$ cat src/hw/csco_pkg.sv
package csco_pkg;
   // ----------------------------------------------------------------
   // object indices (sub-index 0 only)
   // ----------------------------------------------------------------
   localparam logic [15:0] IDX_DEVICE_KIND = 16'h1000;
   localparam logic [15:0] IDX_FAULT_SUMMARY = 16'h1001;
   localparam logic [15:0] IDX_SYNC_FRAME = 16'h1005;
   localparam logic [15:0] IDX_SYNC_PERIOD = 16'h1006;
   localparam logic [7:0] SUB_ZERO = 8'h00;
   // ----------------------------------------------------------------
   // field layout of the device kind object
   // ----------------------------------------------------------------
   localparam int KIND_MODE_LSB = 24;
   localparam int KIND_TYPE_LSB = 16;
   localparam int KIND_PROFILE_LSB = 0;
   localparam logic [7:0] KIND_MODE_BITS = 8'h00;
   // ----------------------------------------------------------------
   // field layout and reset of the sync frame object, reset of the sync period and fault summary
   // ----------------------------------------------------------------
   localparam int SYNC_GEN_BIT = 30;
   localparam int SYNC_EXT_BIT = 29;
   localparam int SYNC_ID_MSB = 10;
   localparam logic [31:0] SYNC_FRAME_RESET = 32'h0000_0080;
   localparam logic [31:0] SYNC_PERIOD_RESET = 32'h0000_0000;
   localparam logic [7:0] FAULT_RESET = 8'h00;
   // ----------------------------------------------------------------
   // timing
   // ----------------------------------------------------------------
   localparam int CLK_HZ = 125_000_000;
   localparam int TICK_US = 1;
   localparam int US_CYCLES = CLK_HZ / 1_000_000 * TICK_US;
   localparam logic [31:0] US_PER_MS = 32'h0000_03e8;
   localparam logic [3:0] MEAS_GAPS = 4'ha;
   // ----------------------------------------------------------------
   // interval monitor states, gray along idle, measure, run
   // ----------------------------------------------------------------
   typedef enum logic [1:0] {
      MON_IDLE = 2'b00,
      MON_MEAS = 2'b01,
      MON_RUN = 2'b11
   } csco_mon_type;
endpackage

$ cat src/hw/csco_sync_mon.sv
`timescale 1ns/1ps
module csco_sync_mon (
   input wire logic clk,
   input wire logic reset_n,
   input wire logic usTick,
   input wire logic syncRx,
   input wire logic syncEnable,
   input wire logic [31:0] period,
   output logic commErr,
   output logic measDone,
   output logic [31:0] measInterval
);
   import csco_pkg::*;

   typedef struct packed {
      csco_mon_type st;
      logic [31:0] gapUs;
      logic [3:0] gaps;
      logic [35:0] sum;
      logic fired;
      logic err;
      logic done;
      logic [31:0] meas;
   } csco_mon_state_type;

   csco_mon_state_type s_q, s_d;
   logic [32:0] limitUs;

   // allowed gap is the period plus half of it
   assign limitUs = {1'b0, period} + {2'b00, period[31:1]};

   // ----------------------------------------------------------------
   // gap counting, measurement and overrun watch
   // ----------------------------------------------------------------
   always_comb begin
      s_d = s_q;
      s_d.err = 1'b0;
      if (usTick && s_q.gapUs != 32'hffff_ffff) begin
         s_d.gapUs = s_q.gapUs + 32'h1;
      end
      if (!syncEnable) begin
         // frames ignored until a synchronous pdo is live
         s_d.st = MON_IDLE;
         s_d.fired = 1'b0;
      end else if (syncRx) begin
         // every received frame restarts the overrun timer
         s_d.gapUs = 32'h0;
         s_d.fired = 1'b0;
         case (s_q.st)
            MON_IDLE: begin
               s_d.st = (period == 32'h0 && !s_q.done) ? MON_MEAS : MON_RUN;
               s_d.gaps = 4'h0;
               s_d.sum = 36'h0;
            end
            MON_MEAS: begin
               // eleven frames give ten gaps, averaged into measInterval
               // a tick landing on the frame edge still belongs to the gap it closes,
               // otherwise the mean drops by one when ticks and frames share a phase
               s_d.sum = s_q.sum + {4'h0, s_q.gapUs} + {35'h0, usTick};
               s_d.gaps = s_q.gaps + 4'h1;
               if (s_q.gaps + 4'h1 == MEAS_GAPS) begin
                  s_d.meas = 32'((s_q.sum + {4'h0, s_q.gapUs} + {35'h0, usTick}) / 36'd10);
                  s_d.done = 1'b1;
                  s_d.st = MON_RUN;
               end
            end
            MON_RUN: s_d.st = MON_RUN;
            default: s_d.st = MON_IDLE;
         endcase
      end else if (s_q.st == MON_RUN && period != 32'h0 && !s_q.fired
                   && {1'b0, s_q.gapUs} > limitUs) begin
         // one event per missed interval; zero period never watches
         s_d.err = 1'b1;
         s_d.fired = 1'b1;
      end
   end

   // ----------------------------------------------------------------
   // state register
   // ----------------------------------------------------------------
   always_ff @(posedge clk) begin
      if (!reset_n) begin
         s_q <= '0;
      end else begin
         s_q <= s_d;
      end
   end

   assign commErr = s_q.err;
   assign measDone = s_q.done;
   assign measInterval = s_q.meas;

   chk_err_needs_period: assert property (@(posedge clk) disable iff (!reset_n)
      commErr |-> $past(period) != 32'h0) else $error("event with zero period");
   chk_err_after_limit: assert property (@(posedge clk) disable iff (!reset_n)
      $rose(s_q.err) |-> {1'b0, $past(s_q.gapUs)} > $past(limitUs))
      else $error("event before limit passed");
   chk_err_once: assert property (@(posedge clk) disable iff (!reset_n)
      commErr |=> !commErr) else $error("event repeated in one interval");
   chk_sync_restart: assert property (@(posedge clk) disable iff (!reset_n)
      syncRx && syncEnable |=> s_q.gapUs == 32'h0 && !s_q.fired)
      else $error("timer not restarted");
   chk_meas_count: assert property (@(posedge clk) disable iff (!reset_n)
      $rose(measDone) |-> $past(s_q.gaps) == 4'h9 && $past(syncRx))
      else $error("measure not on eleventh frame");
   chk_pdo_gate: assert property (@(posedge clk) disable iff (!reset_n)
      !syncEnable |=> s_q.st == MON_IDLE) else $error("sync without pdo");
endmodule

$ cat src/hw/csco_top.sv
`timescale 1ns/1ps
module csco_top #(
   parameter logic [15:0] PROFILE_CODE = 16'h0a5a, // arbitrary value
   parameter logic [7:0] SERVO_CLASS = 8'h11, // arbitrary value
   parameter logic [7:0] FREQ_CLASS = 8'h22 // arbitrary value
) (
   input wire logic clk,
   input wire logic reset_n,
   input wire logic objReq,
   input wire logic objWrite,
   input wire logic [15:0] objIndex,
   input wire logic [7:0] objSub,
   input wire logic [31:0] objWrFrame,
   output logic objAck,
   output logic objAbort,
   output logic [31:0] objRdFrame,
   input wire logic firmwareNew,
   input wire logic [15:0] configSel,
   input wire logic [7:0] faultBits,
   input wire logic syncRx,
   input wire logic syncPdoActive,
   output logic syncGenEnable,
   output logic syncTxReq,
   output logic [10:0] syncIdent,
   output logic commErr,
   output logic measDone,
   output logic [31:0] measInterval
);
   import csco_pkg::*;

   typedef struct packed {
      logic [31:0] syncFrame;
      logic [31:0] period;
      logic ack;
      logic abort;
      logic [31:0] rdFrame;
      logic [6:0] usCnt;
      logic usTick;
      logic [31:0] genUs;
      logic txReq;
   } csco_top_state_type;

   csco_top_state_type s_q, s_d;
   logic [7:0] kindType;
   logic [31:0] deviceKind;
   logic [31:0] wrValue;
   logic [31:0] rdValue;
   logic hit;

   // ----------------------------------------------------------------
   // helpers
   // ----------------------------------------------------------------
   // frame byte 0 sits in bits 31:24; the value's low byte goes there
   function automatic logic [31:0] swapBytes(input logic [31:0] v);
      swapBytes = {v[7:0], v[15:8], v[23:16], v[31:24]};
   endfunction

   // any configuration ending in 40 is a motion configuration
   function automatic logic isMotion(input logic [15:0] cfg);
      isMotion = (cfg % 16'd100) == 16'd40;
   endfunction

   // ----------------------------------------------------------------
   // read-only objects
   // ----------------------------------------------------------------
   // type follows configuration only on older firmware
   assign kindType = (firmwareNew || isMotion(configSel)) ? SERVO_CLASS : FREQ_CLASS;
   assign deviceKind = ({24'h0, KIND_MODE_BITS} << KIND_MODE_LSB)
                     | ({24'h0, kindType} << KIND_TYPE_LSB)
                     | ({16'h0, PROFILE_CODE} << KIND_PROFILE_LSB);
   assign wrValue = swapBytes(objWrFrame);
   assign hit = objSub == SUB_ZERO;

   // read mux for the four objects
   always_comb begin
      rdValue = 32'h0;
      case (objIndex)
         IDX_DEVICE_KIND: rdValue = deviceKind;
         IDX_FAULT_SUMMARY: rdValue = {24'h0, faultBits};
         IDX_SYNC_FRAME: rdValue = s_q.syncFrame;
         IDX_SYNC_PERIOD: rdValue = s_q.period;
         default: rdValue = 32'h0;
      endcase
   end

   // ----------------------------------------------------------------
   // object access, timebase and sync generation
   // ----------------------------------------------------------------
   always_comb begin
      s_d = s_q;
      s_d.ack = objReq;
      s_d.abort = 1'b0;
      s_d.usTick = 1'b0;
      s_d.txReq = 1'b0;
      if (objReq) begin
         s_d.rdFrame = 32'h0;
         if (!hit) begin
            s_d.abort = 1'b1;
         end else if (!objWrite) begin
            s_d.rdFrame = swapBytes(rdValue);
            s_d.abort = !(objIndex == IDX_DEVICE_KIND || objIndex == IDX_FAULT_SUMMARY
                          || objIndex == IDX_SYNC_FRAME || objIndex == IDX_SYNC_PERIOD);
         end else if (objIndex == IDX_SYNC_FRAME) begin
            // extended format and the unused 28..11 field are refused
            if (wrValue[SYNC_EXT_BIT] || wrValue[28:11] != 18'h0) begin
               s_d.abort = 1'b1;
            end else begin
               s_d.syncFrame = wrValue;
            end
         end else if (objIndex == IDX_SYNC_PERIOD) begin
            // the sync grid is whole milliseconds, so others are refused
            if (wrValue % US_PER_MS != 32'h0) begin
               s_d.abort = 1'b1;
            end else begin
               s_d.period = wrValue;
            end
         end else begin
            s_d.abort = 1'b1;
         end
      end
      // microsecond tick
      if (s_q.usCnt == 7'(US_CYCLES - 1)) begin
         s_d.usCnt = 7'h0;
         s_d.usTick = 1'b1;
      end else begin
         s_d.usCnt = s_q.usCnt + 7'h1;
      end
      // producer side: one frame per period while enabled
      if (!s_q.syncFrame[SYNC_GEN_BIT] || s_q.period == 32'h0) begin
         s_d.genUs = 32'h0;
      end else if (s_q.usTick) begin
         if (s_q.genUs + 32'h1 >= s_q.period) begin
            s_d.genUs = 32'h0;
            s_d.txReq = 1'b1;
         end else begin
            s_d.genUs = s_q.genUs + 32'h1;
         end
      end
   end

   // state register; sync frame object comes up as 128, generation off
   always_ff @(posedge clk) begin
      if (!reset_n) begin
         s_q <= '0;
         s_q.syncFrame <= SYNC_FRAME_RESET;
         s_q.period <= SYNC_PERIOD_RESET;
      end else begin
         s_q <= s_d;
      end
   end

   // ----------------------------------------------------------------
   // interval measurement and monitoring
   // ----------------------------------------------------------------
   csco_sync_mon u_mon (
      .clk(clk),
      .reset_n(reset_n),
      .usTick(s_q.usTick),
      .syncRx(syncRx),
      .syncEnable(syncPdoActive),
      .period(s_q.period),
      .commErr(commErr),
      .measDone(measDone),
      .measInterval(measInterval)
   );

   assign objAck = s_q.ack;
   assign objAbort = s_q.abort;
   assign objRdFrame = s_q.rdFrame;
   assign syncGenEnable = s_q.syncFrame[SYNC_GEN_BIT];
   assign syncTxReq = s_q.txReq;
   assign syncIdent = s_q.syncFrame[SYNC_ID_MSB:0];

   chk_ext_refused: assert property (@(posedge clk) disable iff (!reset_n)
      !s_q.syncFrame[SYNC_EXT_BIT]) else $error("extended format stored");
   chk_period_grid: assert property (@(posedge clk) disable iff (!reset_n)
      s_q.period % US_PER_MS == 32'h0) else $error("period off grid");
   chk_read_order: assert property (@(posedge clk) disable iff (!reset_n)
      objReq && !objWrite && hit && objIndex == IDX_FAULT_SUMMARY
      |=> objAck && objRdFrame == {$past(faultBits), 24'h0})
      else $error("fault summary read wrong");
   chk_type_new: assert property (@(posedge clk) disable iff (!reset_n)
      firmwareNew |-> deviceKind[23:16] == SERVO_CLASS) else $error("type wrong");
   chk_no_gen_off: assert property (@(posedge clk) disable iff (!reset_n)
      !syncGenEnable |=> !syncTxReq) else $error("sync sent while off");
endmodule

$ cat config.mk
export PLATFORM = sky130hd
export DESIGN_NAME = csco_top
export DESIGN_NICKNAME = d
export VERILOG_FILES = /design/src/hw/csco_pkg.sv /design/src/hw/csco_sync_mon.sv /design/src/hw/csco_top.sv
export SDC_FILE = /design/constraint.sdc
export NUM_CORES = 1
export LEC_CHECK = 0
export CAP_MARGIN = 20
export CORE_ASPECT_RATIO = 1.25
export CORE_MARGIN = 3
export CORE_UTILIZATION = 55
export DETAILED_ROUTE_END_ITERATION = 16
export DONT_BUFFER_PORTS = 1
export PLACE_DENSITY_LB_ADDON = 0.2
export SYNTH_ARGS = -nofsm -noshare
export SYNTH_HDL_FRONTEND = slang
export SYNTH_SLANG_ARGS = --single-unit
$ cat constraint.sdc
create_clock -name clk -period 33.5 [get_ports clk]
set_clock_uncertainty 0.15 [all_clocks]
set_input_delay 5.025 -clock clk [delete_from_list [all_inputs] [get_ports clk]]
set_output_delay 5.025 -clock clk [all_outputs]
set_load 0.01 [all_outputs]
Word level (Yosys, flattened, before mapping)

Cells that the tools add are included.

Register bits: 248
Input bits: 87
Output and inout port bits: 81
Word-level logic and storage cells: 100

Add/sub/neg operators: 7
Divide/modulo/power cells: 3
Magnitude comparators: 2
Equality and inequality tests: 11
Multiplexer cells: 21
Bitwise gates (word level): 6
Reduce and logical (&&, ||, !) cells: 33

Operator list:

| operator                                               | number |
|---|---|
| 2-to-1 mux 72 bit                                      | 2 |
| 2-to-1 mux 32 bit                                      | 4 |
| one-hot mux 32 bit (4 select lines)                    | 1 |
| one-hot mux 40 bit (2 select lines)                    | 1 |
| adder 32 x 1 -> 32 bit (second input constant)         | 2 |
| equality test 16 x 13 -> 1 bit (second input constant) | 4 |
| nonzero test 32 bit                                    | 2 |
| adder 36 x 1 -> 36 bit                                 | 1 |
| adder 36 x 32 -> 36 bit                                | 1 |
| divider 36 x 4 -> 36 bit (second input constant)       | 1 |
| adder 32 x 31 -> 33 bit                                | 1 |
| greater-than comparator 32 x 33 -> 1 bit               | 1 |
| greater-or-equal comparator 32 bit                     | 1 |
| logical NOT 32 bit                                     | 1 |
| modulo 32 x 10 -> 32 bit (second input constant)       | 1 |
| inequality test 32 bit (second input constant)         | 1 |
| nonzero test 18 bit                                    | 1 |
| equality test 16 x 6 -> 1 bit (second input constant)  | 1 |
| modulo 16 x 7 -> 16 bit (second input constant)        | 1 |
| 2-to-1 mux 1 bit                                       | 9 |
| logical NOT 8 bit                                      | 1 |
| adder 7 x 1 -> 7 bit (second input constant)           | 1 |
| equality test 7 bit (second input constant)            | 1 |
| logical OR 1 bit                                       | 6 |
| 20 further kinds                                       | 37 |

Logic depth before layout (Yosys ltp)

Depth in word-level cells: 7
Gate-level depth with buffers: 71
Mapped depth without buffers: 60

Modules after synthesis

A second synthesis with hierarchy kept.

Cells, all modules: 4055
Area, all modules: 29418.2 um^2

Modules (own cells, without submodules):

| module        | instances | cells an instance | area an instance (um^2) | seq. area each (um^2) |
|---|---|---|---|---|
| csco_top      | 1         | 2080              | 14959.3                 | 2782.7 |
| csco_sync_mon | 1         | 1975              | 14458.9                 | 2182.1 |

Least setup slack after synthesis

No wires, ideal clock.

Path kind: input to register
Start: in objWrFrame[5]
End: reg s_q[78] (netlist name)
Arrival time: 20.392 ns
Data required time: 33.225 ns
Setup slack: 12.833 ns
Stages: 63
Buffers on the path: 7
Cells stage by stage: buf_2 nand3_1 a211o_1 a211oi_2 a211oi_2 nor3b_2 a211oi_1 o32a_1 buf_4 a21o_1 a2111oi_4 a21boi_2 a211oi_2 mux2_2 a31o_1 o2bb2ai_1 o221ai_2 nand4_2 (+27 left out) a41o_2 a2111o_1 a21oi_4 nor4_1 a311o_1 nor4b_2 nand3_1 o31a_1 o32ai_2 a41oi_1 or4_4 a221oi_2 nand2_1 o311ai_2 o2111ai_1 buf_6 mux2i_1 nor2_1

Word-level cells in the longest chain between the ends: 4

Ends and longest elaborated chain:

| item                          | RTL line        | source |
|---|---|---|
| start, declared               | csco_top.sv:13  | `input wire logic [31:0] objWrFrame,` |
| modulo 32 x 10 -> 32 bit      | csco_top.sv:112 | `if (wrValue % US_PER_MS != 32'h0) begin` |
| nonzero test 32 bit           | csco_top.sv:112 |  |
| inverter 1 bit (no line)      | n/a             |  |
| AND reduction 6 bit (no line) | n/a             |  |

No other way between the ends.
A chain may end at the register's enable or synchronous reset.

Worst setup path in the final report

Start: in objWrFrame[6]
End: reg s_q[93] (netlist name)

Word-level cells in the longest chain between the ends: 4

Ends and longest elaborated chain:

| item                          | RTL line |
|---|---|
| modulo 32 x 10 -> 32 bit      | csco_top.sv:112 |
| nonzero test 32 bit           | csco_top.sv:112 |
| inverter 1 bit (no line)      | n/a |
| AND reduction 6 bit (no line) | n/a |

No other way between the ends.

==> metrics.txt <==
hold-critical path endpoint=u_mon.s_q[34]; critical path arrival=23,770 ps; ANT cells=0; fill count=4,956; DRC=0; post-synth top area share=0.175; vias in the first global route=26,300; worst hold start=u_mon.s_q[34]; worst hold path class=reg -> reg; Chip Width=209 um; CP required=33,790 ps; CTS Buf Count=29; core area=50,800 um^2; max incr delay on CP=830 ps; port bufs=0; worst skew pair latency=600 ps; WS Path Type=in -> reg; Initial Util=0.560; final max-slew violation count=0; crit share post-route=0.701; share of cells above drive strength 1=0.0636; CTS tree=built; commonest cells in the netlist=nor2_1, a21oi_1, nand2_1, dfxtp_1, o21ai_0; clock-pin slew on the worst setup and hold paths=60 ps; FMAX=42.6 MHz; die height=260 um; Slew Limit Headroom=0.283; I/O pin count=168; Post-Syn Nets=4,154; DR pass1 iterations=6; Routed WL=82.9 mm; Yosys reg bits=248; HPWL after DPL=62.9 mm; routed vias=28,800; Congestion Overflow GR=0; clk buf depth=3; reg2reg path depth=60; H-tree depth=1; Startpoint Class=primary input; post-route ant nets=0; status=finished, final reports clean; ys async rst share=0; Worst Tran Pin Value=1070 ps; leading area contributor after synthesis=dfxtp_1; vias per cell=6.57; largest net degree at the start of global routing=73; RSZ-0062 raised after global routing=false; Hold Crit Depth=1; Final setup viols=0; CTS resizes=0; count leader, synth=nor2_1; r2r startpoint=s_q[33]; Final Hold Vio Count=0; WL per Instance=18.9 um; CP top delay family=compound AO/OA/AOI/OAI gates; CTS root buffer=clkbuf_16; first-pass GRT wire length=134 mm; Primary FF master, synth=dfxtp_1; Setup TNS=0 ps; site row count=92; Layout area overhead=2.28%; worst-path maximum fanout=30; max-cap violations=0; count of buffer and inverter cells on the critical path=2; crit end category=flip-flop; reg2reg setup slack=13,190 ps; die area=54,500 um^2; post-CTS setup buffers=0; CP dominant cell by count=a211oi_2; Area contributors post-synth=dfxtp_1, ha_1, nor2_1; GRT Util Overall=0.286; post-synthesis sequential area ratio=0.175; FF-to-FF End=u_mon.measInterval[1]; count of unique library cells instantiated by Yosys=142; gpl congestion=0.944; Mapped Area=28,400 um^2; crit path max-delay cell type=nor3_1; min cycle time layout=23,480 ps; hold buffers post-CTS=0; Post-synth EDFFs=0; initial antenna violation count=0; Synth Area per Inst=7.26 um^2; Iter 0 DRT Violations=2,367; Yosys warning count=0; fin nets=3,945; Final Util=0.573; Post-Syn Instances=3,915; TritonCTS sink count=248
[per-layer routing]
layer | track usage | up-vias | routed length, um
met3 | 0.0386 | 171 | 4780
met2 | 0.509 | 935 | 40700
met1 | 0.354 | 13600 | 34600
met4 | 0.0992 | 0 | 2850
li1 | - | 14200 | -
met5 | 0 | - | 0
[cell type report]
type,count,area (um^2),share of cell area
multi-input combinational,3241,21400,0.735
sequential,248,4960,0.171
timing repair buffer,39,325,0.0112
clock buffer,43,858,0.0295
inverter,147,554,0.0191
clock inverter,11,169,0.00581
tap,658,823,0.0283
[worst max-delay path by stage]
| stage | from | end | slack (ps) | cells past startpoint |
|---|---|---|---|---|
| floorplan | objWrFrame[5] | s_q[78] | 12830 | 63 |
| global placement | objWrFrame[0] | s_q[90] | 10210 | 58 |
| detailed placement | objWrFrame[6] | s_q[103] | 9890 | 58 |
| CTS | objWrFrame[6] | s_q[103] | 10440 | 58 |
| global route | objWrFrame[6] | s_q[93] | 8660 | 58 |
| finish | objWrFrame[6] | s_q[93] | 10020 | 58 |
[metrics by stage]
stage / hold WS, ps / worst slack (ps) / std cells / area, um^2
2_1_floorplan: 278 / 12830 / 3915 / 28400
3_3_place_gp: 286 / 10210 / 4331 / 28000
3_5_place_dp: 291 / 9890 / 4331 / 28000
4_1_cts: 305 / 10440 / 4385 / 29000
5_1_grt: 330 / 8660 / 4387 / 29100
6_report: 304 / 10020 / 4387 / 29100
[kinds of logic (layout without fill, tap and decap cells)]
family | count (synthesis) | after routing | synth area share
XOR/XNOR | 226 | 226 | 0.0708
flip-flops | 248 | 248 | 0.175
adder cells (fa/ha/maj) | 165 | 165 | 0.0722
AO/OA/AOI/OAI | 1306 | 1306 | 0.324
multiplexers | 99 | 99 | 0.0363
buffers and inverters | 426 | 240 | 0.0745
AND/OR/NAND/NOR | 1445 | 1445 | 0.248
[flip-flops by register name, indices dropped and copies added (netlist names)]
register,flops
u_mon.s_q,75
s_q,92
u_mon.measDone,1
syncGenEnable,1
objAbort,1
syncTxReq,1
syncIdent,11
u_mon.measInterval,32
objRdFrame,32
u_mon.commErr,1
objAck,1
[layout by cell type (no fill, tap or decap), types with 38 or more instances in the layout]
cell / instances
nand3_1: 149
a31oi_1: 46
nand2_1: 297
nand4_1: 70
inv_1: 141
nor4_1: 38
a211oi_1: 42
a21oi_1: 336
nor2_1: 456
nor3_1: 110
o21ai_0: 199
a21o_1: 56
mux2i_1: 74
o211ai_1: 58
and3_1: 70
a22oi_1: 64
xor2_1: 68
dfxtp_1: 248
ha_1: 149
nand2b_1: 38
xnor2_1: 155
Power is left out: the tool's default activity adds up to more than one toggle a clock period on the data nets, which glitch-free logic cannot reach.
